### src/inc/co2_readout_params.svh
// Contract
// - UART characters are 38400 baud, eight data bits, no parity, one stop bit.
// - a measurement frame goes out every 3 seconds without any host request.
// - frame is five value chars, space, 'p','p','m', then two terminator bytes.
// - every frame ends with carriage return 0x0D then line feed 0x0A.
// - value chars are right-justified ASCII decimal digits, leading positions space-filled.
// - acts only as I2C target and answers seven-bit address 0x31.
// - address byte LSB is direction; 0x63 reads, 0x62 writes.
// - host writes address then command 'R' (0x52); module acknowledges both bytes.
// - host restarts with read address and takes seven acknowledged data bytes.
// - response is configuration byte, two concentration bytes, four 0x00 bytes.
// - recalibration input held low 11 minutes starts manual zero recalibration.
// - with auto option fitted, recalibrate after 3 days, then every 30 days.
// - calibration mode is fixed at build time, never switched at run time.
// - reported value spans zero to full scale, at most 30000 ppm.
`ifndef CO2_READOUT_PARAMS_SVH
`define CO2_READOUT_PARAMS_SVH

// ****************************************
// clock and timing
// ****************************************
`define CLK_HZ              50000000
`define BAUD_RATE           38400
`define UART_CLKS_PER_BIT   (`CLK_HZ / `BAUD_RATE)
`define FRAME_PERIOD_S      3
`define MANUAL_HOLD_MIN     11
`define AUTO_FIRST_DAYS     3
`define AUTO_PERIOD_DAYS    30
`define SECONDS_PER_MIN     60
`define SECONDS_PER_DAY     86400

// ****************************************
// serial frame layout
// ****************************************
`define FRAME_LEN           11
`define FRAME_LAST_IDX      4'hA
`define VALUE_CHARS         5
`define ASCII_SPACE         8'h20
`define ASCII_ZERO          8'h30
`define ASCII_P             8'h70
`define ASCII_M             8'h6D
`define ASCII_CR            8'h0D
`define ASCII_LF            8'h0A
`define FULL_SCALE_PPM      16'h7530

// ****************************************
// i2c target
// ****************************************
`define I2C_TARGET_ADDR     7'h31
`define I2C_CMD_READ        8'h52
`define I2C_RESP_LAST_IDX   3'h6
`define I2C_RESERVED_BYTE   8'h00
`define CONFIG_BYTE_RESET   8'h00

// ****************************************
// reset values
// ****************************************
`define TXD_IDLE            1'b1

`endif

### src/inc/co2_readout_pkg.sv
package co2_readout_pkg;

	typedef enum logic [3:0] {
		I2C_IDLE,
		I2C_ADDR,
		I2C_ADDR_ACK,
		I2C_CMD,
		I2C_CMD_ACK,
		I2C_RD,
		I2C_RD_ACK,
		I2C_IGNORE
	} i2c_state_t;

	typedef struct packed {
		logic        busy;
		logic [15:0] cnt;
		logic [3:0]  bitn;
		logic [9:0]  sh;
		logic        txd;
	} uart_state_t;

	typedef struct packed {
		// frame transmitter
		logic [31:0]      frame_cnt;
		logic [10:0][7:0] frame_bytes;
		logic [3:0]       frame_idx;
		logic             frame_busy;
		logic             tx_valid;
		// i2c target
		logic             scl_prev;
		logic             sda_prev;
		i2c_state_t       ist;
		logic [3:0]       bcnt;
		logic [7:0]       sh;
		logic             rw;
		logic             host_ack;
		logic [2:0]       ridx;
		logic [7:0]       obyte;
		logic [15:0]      snap;
		logic             sda_oe;
		logic             sda_o;
		logic             cmd_pulse;
		// recalibration
		logic [47:0]      man_cnt;
		logic             man_done;
		logic [47:0]      up_cnt;
		logic             first_done;
		logic             recal_pulse;
		logic             recal_auto;
	} readout_state_t;

endpackage : co2_readout_pkg

### src/rtl/uart_byte_tx.sv
`timescale 1ns/1ps
`include "co2_readout_params.svh"

module uart_byte_tx #(
	parameter int CLKS_PER_BIT = `UART_CLKS_PER_BIT
) (
	input  wire logic       mclk,
	input  wire logic       rst,
	input  wire logic [7:0] byte_data,
	input  wire logic       byte_valid,
	output logic            byte_ready,
	output logic            txd
);

	co2_readout_pkg::uart_state_t s_q;
	co2_readout_pkg::uart_state_t s_d;

	assign byte_ready = !s_q.busy;
	assign txd        = s_q.txd;

	// ****************************************
	// 8N1 shifter: start, 8 data lsb first, stop
	// ****************************************
	always_comb begin
		s_d = s_q;
		if (!s_q.busy) begin
			if (byte_valid) begin
				s_d.busy = 1'b1;
				s_d.cnt  = 16'h0000;
				s_d.bitn = 4'h0;
				s_d.sh   = {1'b1, byte_data, 1'b0};
				s_d.txd  = 1'b0;
			end
		end else if (s_q.cnt == 16'(CLKS_PER_BIT - 1)) begin
			s_d.cnt = 16'h0000;
			if (s_q.bitn == 4'h9) begin
				// stop bit done; line already idles high
				s_d.busy = 1'b0;
			end else begin
				s_d.bitn = s_q.bitn + 4'h1;
				s_d.sh   = {1'b1, s_q.sh[9:1]};
				s_d.txd  = s_q.sh[1];
			end
		end else begin
			s_d.cnt = s_q.cnt + 16'h0001;
		end
	end

	always_ff @(posedge mclk) begin
		if (rst) begin
			s_q <= '{busy: 1'b0, cnt: 16'h0000, bitn: 4'h0, sh: 10'h3FF, txd: `TXD_IDLE};
		end else begin
			s_q <= s_d;
		end
	end

endmodule : uart_byte_tx

### src/rtl/co2_sensor_serial_readout.sv
`timescale 1ns/1ps
`include "co2_readout_params.svh"

module co2_sensor_serial_readout #(
	// calibration mode is a build-time choice, never a run-time one
	parameter bit                AUTO_RECAL_OPTION = 1'b0,
	parameter logic [7:0]        CONFIG_BYTE       = `CONFIG_BYTE_RESET,
	parameter logic [15:0]       FULL_SCALE        = `FULL_SCALE_PPM,
	parameter int                CLKS_PER_BIT      = `UART_CLKS_PER_BIT,
	parameter longint unsigned   FRAME_CYCLES      = 64'(`FRAME_PERIOD_S) * 64'(`CLK_HZ),
	parameter longint unsigned   MANUAL_CYCLES     =
		64'(`MANUAL_HOLD_MIN) * 64'(`SECONDS_PER_MIN) * 64'(`CLK_HZ),
	parameter longint unsigned   AUTO_FIRST_CYCLES =
		64'(`AUTO_FIRST_DAYS) * 64'(`SECONDS_PER_DAY) * 64'(`CLK_HZ),
	parameter longint unsigned   AUTO_PERIOD_CYCLES =
		64'(`AUTO_PERIOD_DAYS) * 64'(`SECONDS_PER_DAY) * 64'(`CLK_HZ)
) (
	input  wire logic        mclk,
	input  wire logic        rst,
	input  wire logic [15:0] ppm_value,
	input  wire logic        manual_recal_request_n,
	input  wire logic        scl_in,
	input  wire logic        sda_in,
	output logic             sda_out,
	output logic             sda_oe,
	output logic             uart_txd,
	output logic             read_cmd_seen,
	output logic             recal_pulse,
	output logic             recal_auto
);

	co2_readout_pkg::readout_state_t s_q;
	co2_readout_pkg::readout_state_t s_d;

	logic       tx_ready;
	logic       scl_rise;
	logic       scl_fall;
	logic       i2c_start;
	logic       i2c_stop;
	logic [15:0] ppm_clamped;

	// ****************************************
	// helpers
	// ****************************************
	function automatic logic [4:0][7:0] value_chars(input logic [15:0] v);
		logic [15:0]      r;
		logic [4:0][7:0]  c;
		r = v;
		c = '0;
		for (int i = 4; i >= 0; i--) begin
			// leading zeros become spaces; the last position always shows a digit
			if (r == 16'h0000 && i != 4) begin
				c[i] = `ASCII_SPACE;
			end else begin
				c[i] = `ASCII_ZERO + 8'(r % 16'h000A);
			end
			r = r / 16'h000A;
		end
		return c;
	endfunction : value_chars

	function automatic logic [7:0] resp_byte(input logic [2:0] idx, input logic [15:0] v);
		logic [7:0] b;
		b = `I2C_RESERVED_BYTE;
		if (idx == 3'h0) begin
			b = CONFIG_BYTE;
		end else if (idx == 3'h1) begin
			b = v[15:8];
		end else if (idx == 3'h2) begin
			b = v[7:0];
		end
		return b;
	endfunction : resp_byte

	// values above the fitted range are reported at full scale
	assign ppm_clamped = (ppm_value > FULL_SCALE) ? FULL_SCALE : ppm_value;

	// ****************************************
	// i2c line events
	// ****************************************
	// start and stop only occur with scl high; our own pull-down moves sda only while scl is low
	assign scl_rise  = scl_in && !s_q.scl_prev;
	assign scl_fall  = !scl_in && s_q.scl_prev;
	assign i2c_start = scl_in && s_q.scl_prev && s_q.sda_prev && !sda_in;
	assign i2c_stop  = scl_in && s_q.scl_prev && !s_q.sda_prev && sda_in;

	// ****************************************
	// byte serialiser
	// ****************************************
	uart_byte_tx #(
		.CLKS_PER_BIT (CLKS_PER_BIT)
	) u_tx (
		.mclk       (mclk),
		.rst        (rst),
		.byte_data  (s_q.frame_bytes[s_q.frame_idx]),
		.byte_valid (s_q.tx_valid),
		.byte_ready (tx_ready),
		.txd        (uart_txd)
	);

	// ****************************************
	// next state
	// ****************************************
	always_comb begin
		logic [4:0][7:0] chars;
		logic [7:0]      first_byte;
		logic [7:0]      next_byte;
		chars       = value_chars(ppm_clamped);
		first_byte  = resp_byte(3'h0, s_q.snap);
		next_byte   = resp_byte(s_q.ridx + 3'h1, s_q.snap);
		s_d         = s_q;
		s_d.scl_prev    = scl_in;
		s_d.sda_prev    = sda_in;
		s_d.cmd_pulse   = 1'b0;
		s_d.recal_pulse = 1'b0;

		// ---- periodic frame, no handshake with the host ----
		// no back-pressure: a host that is not listening simply misses the frame
		// counter runs from reset, so the first frame leaves one period after release
		if (s_q.frame_cnt == 32'(FRAME_CYCLES - 1)) begin
			s_d.frame_cnt = 32'h0000_0000;
			// a frame lasts a few ms, so the previous one is always done here
			if (!s_q.frame_busy) begin
				s_d.frame_bytes[0]  = chars[0];
				s_d.frame_bytes[1]  = chars[1];
				s_d.frame_bytes[2]  = chars[2];
				s_d.frame_bytes[3]  = chars[3];
				s_d.frame_bytes[4]  = chars[4];
				s_d.frame_bytes[5]  = `ASCII_SPACE;
				s_d.frame_bytes[6]  = `ASCII_P;
				s_d.frame_bytes[7]  = `ASCII_P;
				s_d.frame_bytes[8]  = `ASCII_M;
				s_d.frame_bytes[9]  = `ASCII_CR;
				s_d.frame_bytes[10] = `ASCII_LF;
				s_d.frame_idx   = 4'h0;
				s_d.frame_busy  = 1'b1;
				s_d.tx_valid    = 1'b1;
			end
		end else begin
			s_d.frame_cnt = s_q.frame_cnt + 32'h0000_0001;
		end
		if (s_q.tx_valid && tx_ready) begin
			if (s_q.frame_idx == `FRAME_LAST_IDX) begin
				s_d.tx_valid   = 1'b0;
				s_d.frame_busy = 1'b0;
			end else begin
				s_d.frame_idx = s_q.frame_idx + 4'h1;
			end
		end

		// ---- i2c target; never drives scl, only pulls sda low ----
		if (i2c_stop) begin
			s_d.ist    = co2_readout_pkg::I2C_IDLE;
			s_d.sda_oe = 1'b0;
		end else if (i2c_start) begin
			s_d.ist    = co2_readout_pkg::I2C_ADDR;
			s_d.bcnt   = 4'h0;
			s_d.sda_oe = 1'b0;
		end else begin
			case (s_q.ist)
				co2_readout_pkg::I2C_ADDR: begin
					if (scl_rise) begin
						s_d.sh   = {s_q.sh[6:0], sda_in};
						s_d.bcnt = s_q.bcnt + 4'h1;
					end else if (scl_fall && s_q.bcnt == 4'h8) begin
						if (s_q.sh[7:1] == `I2C_TARGET_ADDR) begin
							s_d.rw     = s_q.sh[0];
							s_d.sda_oe = 1'b1;
							s_d.ist    = co2_readout_pkg::I2C_ADDR_ACK;
						end else begin
							s_d.ist = co2_readout_pkg::I2C_IGNORE;
						end
					end
				end
				co2_readout_pkg::I2C_ADDR_ACK: begin
					if (scl_fall) begin
						if (s_q.rw) begin
							// a read with no command first returns the last snapshot
							s_d.ridx   = 3'h0;
							s_d.obyte  = first_byte;
							s_d.sda_oe = !first_byte[7];
							s_d.bcnt   = 4'h1;
							s_d.ist    = co2_readout_pkg::I2C_RD;
						end else begin
							s_d.sda_oe = 1'b0;
							s_d.bcnt   = 4'h0;
							s_d.ist    = co2_readout_pkg::I2C_CMD;
						end
					end
				end
				co2_readout_pkg::I2C_CMD: begin
					if (scl_rise) begin
						s_d.sh   = {s_q.sh[6:0], sda_in};
						s_d.bcnt = s_q.bcnt + 4'h1;
					end else if (scl_fall && s_q.bcnt == 4'h8) begin
						if (s_q.sh == `I2C_CMD_READ) begin
							// snapshot so all seven bytes belong to one reading
							s_d.snap      = ppm_clamped;
							s_d.cmd_pulse = 1'b1;
							s_d.sda_oe    = 1'b1;
							s_d.ist       = co2_readout_pkg::I2C_CMD_ACK;
						end else begin
							s_d.ist = co2_readout_pkg::I2C_IGNORE;
						end
					end
				end
				co2_readout_pkg::I2C_CMD_ACK: begin
					if (scl_fall) begin
						// one command byte only; anything more is left unacknowledged
						s_d.sda_oe = 1'b0;
						s_d.ist    = co2_readout_pkg::I2C_IGNORE;
					end
				end
				co2_readout_pkg::I2C_RD: begin
					if (scl_fall) begin
						if (s_q.bcnt == 4'h8) begin
							s_d.sda_oe = 1'b0;
							s_d.ist    = co2_readout_pkg::I2C_RD_ACK;
						end else begin
							s_d.sda_oe = !s_q.obyte[3'(4'h7 - s_q.bcnt)];
							s_d.bcnt   = s_q.bcnt + 4'h1;
						end
					end
				end
				co2_readout_pkg::I2C_RD_ACK: begin
					if (scl_rise) begin
						s_d.host_ack = !sda_in;
					end else if (scl_fall) begin
						if (s_q.host_ack && s_q.ridx != `I2C_RESP_LAST_IDX) begin
							s_d.ridx   = s_q.ridx + 3'h1;
							s_d.obyte  = next_byte;
							s_d.sda_oe = !next_byte[7];
							s_d.bcnt   = 4'h1;
							s_d.ist    = co2_readout_pkg::I2C_RD;
						end else begin
							// past the seventh byte the bus reads as released
							s_d.ist = co2_readout_pkg::I2C_IGNORE;
						end
					end
				end
				default: begin
					s_d.sda_oe = 1'b0;
				end
			endcase
		end

		// ---- manual zero recalibration ----
		// releasing the pin re-arms; a request held far longer still fires once
		if (manual_recal_request_n) begin
			s_d.man_cnt  = 48'h0;
			s_d.man_done = 1'b0;
		end else if (!s_q.man_done) begin
			if (s_q.man_cnt == 48'(MANUAL_CYCLES - 1)) begin
				s_d.man_done    = 1'b1;
				s_d.recal_pulse = 1'b1;
				s_d.recal_auto  = 1'b0;
			end else begin
				s_d.man_cnt = s_q.man_cnt + 48'h1;
			end
		end

		// ---- automatic recalibration, present only when fitted ----
		// 48-bit counters cover the thirty-day period at the full clock rate
		if (AUTO_RECAL_OPTION) begin
			if ((!s_q.first_done && s_q.up_cnt == 48'(AUTO_FIRST_CYCLES - 1)) ||
			    (s_q.first_done && s_q.up_cnt == 48'(AUTO_PERIOD_CYCLES - 1))) begin
				s_d.up_cnt      = 48'h0;
				s_d.first_done  = 1'b1;
				s_d.recal_pulse = 1'b1;
				s_d.recal_auto  = 1'b1;
			end else begin
				s_d.up_cnt = s_q.up_cnt + 48'h1;
			end
		end
	end

	// ****************************************
	// state register
	// ****************************************
	always_ff @(posedge mclk) begin
		if (rst) begin
			// idle bus levels, so no false start follows reset
			s_q             <= '0;
			s_q.scl_prev    <= 1'b1;
			s_q.sda_prev    <= 1'b1;
			s_q.ist         <= co2_readout_pkg::I2C_IDLE;
		end else begin
			s_q <= s_d;
		end
	end

	// ****************************************
	// outputs
	// ****************************************
	// open drain: only the enable moves, the driven level stays low
	assign sda_out       = s_q.sda_o;
	assign sda_oe        = s_q.sda_oe;
	assign read_cmd_seen = s_q.cmd_pulse;
	assign recal_pulse   = s_q.recal_pulse;
	assign recal_auto    = s_q.recal_auto;

endmodule : co2_sensor_serial_readout

### config.mk
export PLATFORM = sky130hd
export DESIGN_NAME = co2_sensor_serial_readout
export DESIGN_NICKNAME = d
export VERILOG_FILES = /design/src/inc/co2_readout_pkg.sv /design/src/rtl/uart_byte_tx.sv /design/src/rtl/co2_sensor_serial_readout.sv
export VERILOG_INCLUDE_DIRS = /design/src /design/src/inc
export SDC_FILE = /design/constraint.sdc
export NUM_CORES = 1
export LEC_CHECK = 0
export ABC_AREA = 1
export BUFFER_PORTS_ARGS = -buffer_cell sky130_fd_sc_hd__buf_4
export CORE_MARGIN = 3
export CORE_UTILIZATION = 28
export CTS_CLUSTER_DIAMETER = 30
export CTS_CLUSTER_SIZE = 24
export DETAILED_ROUTE_END_ITERATION = 10
export PLACE_DENSITY_LB_ADDON = 0.08
export SLEW_MARGIN = 5
export SYNTH_ARGS = -nofsm -noshare
export SYNTH_HDL_FRONTEND = slang
export SYNTH_SLANG_ARGS = --single-unit
### constraint.sdc
create_clock -name mclk -period 11.59 [get_ports mclk]
set_input_delay 3.477 -clock mclk [delete_from_list [all_inputs] [get_ports mclk]]
set_output_delay 3.477 -clock mclk [all_outputs]
set_load 0.05 [all_outputs]
Word level (Yosys, flattened, before mapping)
Index checks and enable logic that the tools add are counted.

Input bits: 21. Flip-flop bits (word level): 213. Word-level logic and storage cells: 228. Output and inout bits: 6.

$add $sub $neg: 13. Bitwise logic cells: 8. Equality and inequality tests: 46. $lt $le $gt $ge: 3. Divide/modulo/power cells: 9. Reduce and logical (&&, ||, !) cells: 46. Multiplexer cells: 69.

Operator list (count): $mux W8 (12); $mod A16 B4 Y16 const B (5); $div A16 B4 Y16 const B (4); $logic_not A16 Y1 (4); $mux W32 (2); $mux W11 (5); $add A48 B1 Y48 const B (1); $eq A48 B35 Y1 const B (1); $add A6 B8 Y8 const A (5); $ne A3 B3 Y1 const B (13); $mux W4 (9); $add A32 B1 Y32 const B (1); $bmux W8 S4 (1); $eq A32 B28 Y1 const B (1); $mux W16 (2); $ne A2 B2 Y1 const B (16); $mux W15 (2); $pmux W4 S6 (1); $pmux W11 S2 (1); $reduce_and A11 Y1 (2); $mux W1 (20); $mux W6 (3); $add A16 B1 Y16 const B (1); $eq A16 B11 Y1 const B (1); other kinds (41) (81).

Depth between registers and ports, before layout
Gate-level depths: netlist of run 1.

Word-level depth: 10. Gate-level depth with buffers: 88. Depth with buffers taken out: 86.

By module
From an unflattened synthesis of run 1, not the netlist that was laid out.

Cell total of the unflattened synthesis: 2047. Area, all modules: 13645.6 um2.

Modules (own cells, without submodules): co2_sensor_serial_readout (times used 1, cells each 1782, area each 11845.1 um2, seq. area each 3543.4 um2); uart_byte_tx (times used 1, cells each 265, area each 1800.5 um2, seq. area each 620.6 um2).

Worst setup path after synthesis of run 1
OpenSTA, ideal clock, no wires.

Path type: input-to-reg. Start point: in ppm_value[11]. End point: reg s_q[170] (netlist bit). Data required time: 11.520 ns. Slack: 0.868 ns. Buffers on the path: 3. Arrival: 10.651 ns. Library setup time: 0.070 ns. Cell stages on the path: 81. Cells stage by stage: inv_2 -> nand2_1 -> nor2_1 -> and2_1 -> nand2_1 -> nand2_2 -> buf_6 -> nand2_1 -> inv_1 -> nand3_1 -> nand2_1 -> nand2_1 -> nand2_2 -> nand2_2 -> nand2_4 -> inv_2 -> nand2_1 -> nand2_2 -> [45 not listed] -> nand2_4 -> o21ai_4 -> o21ai_4 -> nand4_4 -> nand2_4 -> nand2_4 -> nand2_4 -> inv_1 -> ha_1 -> nand3_1 -> nand3_1 -> nand2_1 -> nand2_1 -> nand2_1 -> ha_1 -> xnor2_1 -> nand2_1 -> a21oi_1.

Cells in the longest elaborated chain, start to end: 8. Elaborated cells on any way between the ends: 9. Those cells by class: add/sub (1); div (4); order compare (1); mux (2); reduce/logical (1).

Ends and longest elaborated chain: from (decl) (line co2_sensor_serial_readout.sv:20) `input wire logic [15:0] ppm_value,`; $gt A16 B15 Y1 (line co2_sensor_serial_readout.sv:76) `assign ppm_clamped = (ppm_value > FULL_SCALE) ? FULL_SCALE : ppm_value;`; $mux W16 (*) (line co2_sensor_serial_readout.sv:76); $div A16 B4 Y16 (*) (3 in a row) (line co2_sensor_serial_readout.sv:57) `r = r / 16'h000A;`; $mod A16 B4 Y16 (line co2_sensor_serial_readout.sv:55) `` c[i] = `ASCII_ZERO + 8'(r % 16'h000A); ``; $add A6 B8 Y8 (no source line); $mux W8 (*) (line co2_sensor_serial_readout.sv:52) `if (r == 16'h0000 && i != 4) begin`; to (decl) (line co2_sensor_serial_readout.sv:32) `co2_readout_pkg::readout_state_t s_q;`.

Mark *: on every way between the ends. The rest lies on a longest branch, timed or not. A chain may end at the register's enable or synchronous reset.

Worst setup path in the final report of run 1
Ends and elaborated chain as after synthesis.

==> results.json, run 1 <==
{
  "r2r-end": "s_q[99]",
  "synth_area_um2": 13100,
  "finalWeightedCongestion": 0.836,
  "grt_pass1_wl_um": 59700,
  "cp_data_arrival_time_ns": 11.31,
  "crit_type": "in -> reg",
  "min_path_type": "reg -> reg",
  "path_clk_slew_ns": 0.04,
  "gr-usage-all-layers_pct": 14.4,
  "synth_edf_count": 0,
  "critPathRequiredTime_ns": 12.08,
  "timing.rr.start": "s_q[52]",
  "gr-total-overflow": 0,
  "tightestPinTransition_ns": 1.12,
  "finalHoldViolCount": 0,
  "clkSinkCount": 208,
  "startpoint_type": "input port",
  "grt_pass1_vias": 12152,
  "grt_max_degree": 74,
  "crit_buf_inv": 13,
  "fmax_mhz": 92.4,
  "crit_slowest_cell": "nor2_4",
  "via_per_inst": 4.65,
  "avgSynthCellArea_um2": 6.74,
  "cts_tree": "done",
  "max_slew_margin_pct": 25.3,
  "vias": 12510,
  "path_delay_family": "simple AND/OR/NAND/NOR gates",
  "min_period_ns": 10.82,
  "dieWidth_um": 222,
  "ant_nets": 0,
  "endpoint_kind": "register",
  "hp-start": "s_q[51]",
  "finClkSkew_ns": 0.0155,
  "rows": 78,
  "pre_cts_ws_ns": -0.0780,
  "slew_viol_final": 0,
  "initial_core_util_pct": 28.6,
  "wl_per_cell_um": 13.0,
  "timing.final.ws_setup_ns": 0.772,
  "drc": 0,
  "boundaryPins": 27,
  "period_share_pct": 93.3,
  "synth_cell_types": 69,
  "synth_flop_cell": "dfxtp_1",
  "crit_path_frequent_cell": "nand2_1",
  "h-tree-depth": 3,
  "layout.nets": 2094,
  "hpwlAfterDp_um": 25300,
  "drt-initial-drc-count": 584,
  "drtPass1Iterations": 5,
  "async_reset_ff_share_pct": 0,
  "ys_warn_count": 0,
  "wl_um": 35100,
  "clk_latency_ns": 0.57,
  "netlist_top_cells_area": "dfxtp_1 (32%), nand2_1 (10%), inv_1 (8.4%), a21oi_1 (5.7%), nor2_1 (4.8%)",
  "worst-r2r-setup-slack_ns": 5.98,
  "fp.dieArea_um2": 49400,
  "synth_top_area_share_pct": 31.8,
  "diodes": 0,
  "seq_area_frac_synth_pct": 31.8,
  "maxCapViolations": 0,
  "synth.largest_area_cell": "dfxtp_1",
  "hold_depth": 1,
  "synth_cells": 1942,
  "die_h_um": 222,
  "status": "finished clean",
  "layout-drive-gt1-share_pct": 17.0,
  "worst-r2r-cell-count": 32,
  "finalCoreUtilization_pct": 36.4,
  "setup_viol_count_final": 0,
  "fin_setup_tns_ns": 0,
  "cts_buffer_depth": 3,
  "core_area_um2": 45800,
  "area_delta_synth_final_pct": 27.5,
  "synth-seq-cells": 208,
  "worstPathMaxFanout": 7,
  "portBuffers": 24,
  "cts_made_buffers": 72,
  "layout_common_cells": "nand2_1 (343), inv_1 (289), dfxtp_1 (208)",
  "slowest_delay_ns": 0.25,
  "clockRootBuffer": "clkbuf_16",
  "final_common_cell": "nand2_1",
  "antenna_found_initial": 0,
  "min_to": "recal_pulse"
}
[how the worst max path moves through the flow]
stage / from / endpoint / slack, ns / cells after the start
after floorplan: ppm_value[11] / s_q[170] / 0.87 / 81
after global routing: ppm_value[11] / s_q[170] / -0.05 / 80
final: ppm_value[11] / s_q[170] / 0.77 / 75
after CTS: ppm_value[11] / s_q[170] / 0.50 / 77
after global placement: ppm_value[11] / s_q[170] / 0.11 / 79
after detailed placement: ppm_value[11] / s_q[170] / -0.08 / 77
[timing repair]
item                       CTS  global route
hold buffers                 0             0
gates resized for setup      0            32
setup endpoints to repair    0            12
setup buffers                0            18
[cells by family after synthesis]
| group | count (synthesis) | share of synthesized area, % |
|---|---|---|
| xor+xnor | 26 | 2.03 |
| flops | 208 | 31.8 |
| fa+ha+maj | 35 | 3.35 |
| buf+inv | 371 | 11.4 |
| simple gates | 912 | 33.8 |
| compound gates | 388 | 17.5 |
| other cells | 2 | 0.0574 |
[worst reg2reg max path: cells and delay by family (launching register included)]
family                   cells  cell delay, ns
AO/OA/AOI/OAI                2            0.19
adder cells (fa/ha/maj)      1            0.20
flip-flops                   1            0.33
AND/OR/NAND/NOR             21            4.15
buffers and inverters        8            0.64
[synth_stat cells, types with 10 or more instances]
master / n
xor2_1: 13
inv_1: 292
nor3b_1: 22
a21oi_1: 148
inv_2: 23
o21a_1: 10
nand3_1: 125
nand2_2: 45
o211ai_1: 19
nor3_1: 64
nor4_1: 29
dfxtp_1: 208
nand2_1: 352
o21ai_0: 126
ha_1: 35
nor2_1: 169
clkbuf_1: 34
nand4_1: 38
nand2_4: 27
[area by class of cell]
type	instances	area, um^2
Clock buffer	100	2110
Clock inverter	28	332
Fill cell	4852	29100
Inverter	325	1250
Multi-Input combinational cell	1368	7600
Sequential cell	208	4160
Tap cell	600	751
Timing Repair Buffer	63	473
[state kept, by name, summed over array words and instances, names as in the netlist]
register / count
s_q: 174
u_tx.s_q: 31
read_cmd_seen: 1
recal_pulse: 1
sda_oe: 1
[through the flow]
step	instances	hold slack, ns	instance area (um^2)
6_report	2692	0.433	16700
5_1_grt	2692	0.438	16700
4_1_cts	2673	0.434	16400
3_5_place_dp	2545	0.425	13900
3_3_place_gp	2545	0.422	13900
2_1_floorplan	1946	0.400	13100
[routing by layer]
metal  vias to the layer above  track usage (%)  wire, um
li1                       6644                -         -
met1                      5658             19.5     17700
met2                       141             22.0     15300
met3                        67             3.16      1170
met4                         0             5.88       949
met5                         -                0         0
Power of run 1 is left out: the tool's default activity adds up to more than one toggle a clock period on the data nets, which glitch-free logic cannot reach.
==> run 2, diff against run 1 <==
--- a/config.mk
+++ b/config.mk
@@ -9,7 +9,7 @@
 export ABC_AREA = 1
 export BUFFER_PORTS_ARGS = -buffer_cell sky130_fd_sc_hd__buf_4
 export CORE_MARGIN = 3
-export CORE_UTILIZATION = 28
+export CORE_UTILIZATION = 40
 export CTS_CLUSTER_DIAMETER = 30
 export CTS_CLUSTER_SIZE = 24
 export DETAILED_ROUTE_END_ITERATION = 10
==> results.json, run 2 (synthesis gave the netlist of run 1 again) <==
{
  "finClkSkew_ns": 0.0455,
  "ant_nets": 0,
  "portBuffers": 24,
  "clkSinkCount": 208,
  "dp.cells": 2369,
  "path_clk_slew_ns": 0.04,
  "drt-initial-drc-count": 645,
  "status": "finished clean",
  "rows": 65,
  "diodes": 0,
  "layout-drive-gt1-share_pct": 16.6,
  "reg_top3": "s_q x174, u_tx.s_q x31",
  "area_delta_synth_final_pct": 23.6,
  "grt_pass1_wl_um": 54700,
  "clk_latency_ns": 0.58,
  "fmax_mhz": 92.2,
  "gr-usage-all-layers_pct": 18.0,
  "multi_input_area_um2": 7610,
  "worstPathMaxFanout": 8,
  "grt_pass1_vias": 11740,
  "largest_reg_flops": 174,
  "slowest_delay_ns": 0.22,
  "critPathRequiredTime_ns": 12.06,
  "cts_buffer_depth": 3,
  "final_common_cell": "nand2_1",
  "regMostFlops": "s_q",
  "holdWs_ns": 0.437,
  "layout.nets": 2079,
  "ctsHoldBuffers": 0,
  "initial_core_util_pct": 41.1,
  "finalWeightedCongestion": 0.869,
  "boundaryPins": 27,
  "dieWidth_um": 187,
  "gr-total-overflow": 0,
  "wl_per_cell_um": 12.9,
  "clockRootBuffer": "clkbuf_16",
  "die_h_um": 187,
  "drtPass1Iterations": 5,
  "h-tree-depth": 2,
  "layout_common_cells": "nand2_1 (338), inv_1 (291), dfxtp_1 (208)",
  "max_slew_margin_pct": 31.2,
  "worst-r2r-setup-slack_ns": 6.15,
  "grt_max_degree": 76,
  "setup_viol_count_final": 0,
  "fp.dieArea_um2": 34900,
  "maxCapViolations": 0,
  "stdcell_count": 2506,
  "tightestPinTransition_ns": 1.03,
  "slew_viol_final": 0,
  "via_per_inst": 4.99,
  "drc": 0,
  "hpwlAfterDp_um": 22600,
  "wl_um": 32400,
  "vias": 12496,
  "antenna_found_initial": 0,
  "seq_area_um2": 4160,
  "startpoint_type": "input port",
  "crit_slowest_cell": "xor2_2",
  "period_share_pct": 93.6,
  "min_path_type": "reg -> reg",
  "cts_tree": "done",
  "core_area_um2": 31900,
  "endpoint_kind": "register",
  "cts_made_buffers": 58,
  "cp_data_arrival_time_ns": 11.32,
  "min_period_ns": 10.85,
  "crit_type": "in -> reg",
  "nFillCells": 3273,
  "finalHoldViolCount": 0
}
-- run 2: cell types whose count changed in the layout (fill, tap and decap cells not counted), sizes merged --
| cell | previous run | this run |
|---|---|---|
| buf | 63 | 62 |
| bufinv | 5 | 9 |
| clkbuf | 100 | 77 |
| clkinvlp | 3 | 4 |
| inv | 320 | 318 |
-- run 2: repair_timing --
action,4_1_cts,5_1_grt
resized for setup,0,40
buffers inserted,0,28
setup endpoints to repair,0,12
-- run 2: per-layer routing --
metal,up-vias,wire length [um],share of wire (%),global-route usage (%)
li1,6618,-,-,-
met1,5669,16400,51,25.0
met2,150,14100,44,28.8
met3,59,1130,3.5,3.05
met4,0,704,2.2,5.26
met5,-,0,0,0
-- run 2: area by class of cell --
| cell class | instances | share of cell area (%) |
|---|---|---|
| clock buffers | 77 | 10.4 |
| clock inverters | 31 | 2.75 |
| flip-flops and latches | 208 | 25.7 |
| inverters | 325 | 7.75 |
| repair buffers | 62 | 2.88 |
| multi-input cells | 1368 | 47.1 |
| well taps | 435 | 3.37 |
-- run 2: path summary, 6_finish.rpt --
kind / from / to / cells after the start
worst max-delay path: ppm_value[11] / s_q[170] / 74
worst min-delay path: s_q[163] / s_q[163] / 2
worst min register to register: s_q[163] / s_q[163] / 2
worst max register to register: s_q[52] / s_q[99] / 32
-- run 2: metrics by stage --
stage | utilization (%) | cell area [um^2] | worst slack [ns] | setup TNS (ns)
2_1_floorplan | - | 13100 | 0.868 | 0
3_3_place_gp | 42.8 | 13700 | 0.103 | 0
3_5_place_dp | 42.8 | 13700 | -0.183 | -0.342
4_1_cts | 49.5 | 15800 | 0.336 | 0
5_1_grt | 50.7 | 16200 | -0.117 | -0.177
6_report | 50.7 | 16200 | 0.741 | 0
-- run 2: worst max-delay path: cells and delay by family --
kind                     cells  cell delay, ns
adder cells (fa/ha/maj)      3            0.53
AO/OA/AOI/OAI                4            0.54
XOR/XNOR                     3            0.55
buffers and inverters       12            0.91
AND/OR/NAND/NOR             52            5.28
Power of run 2 is left out for the same reason.
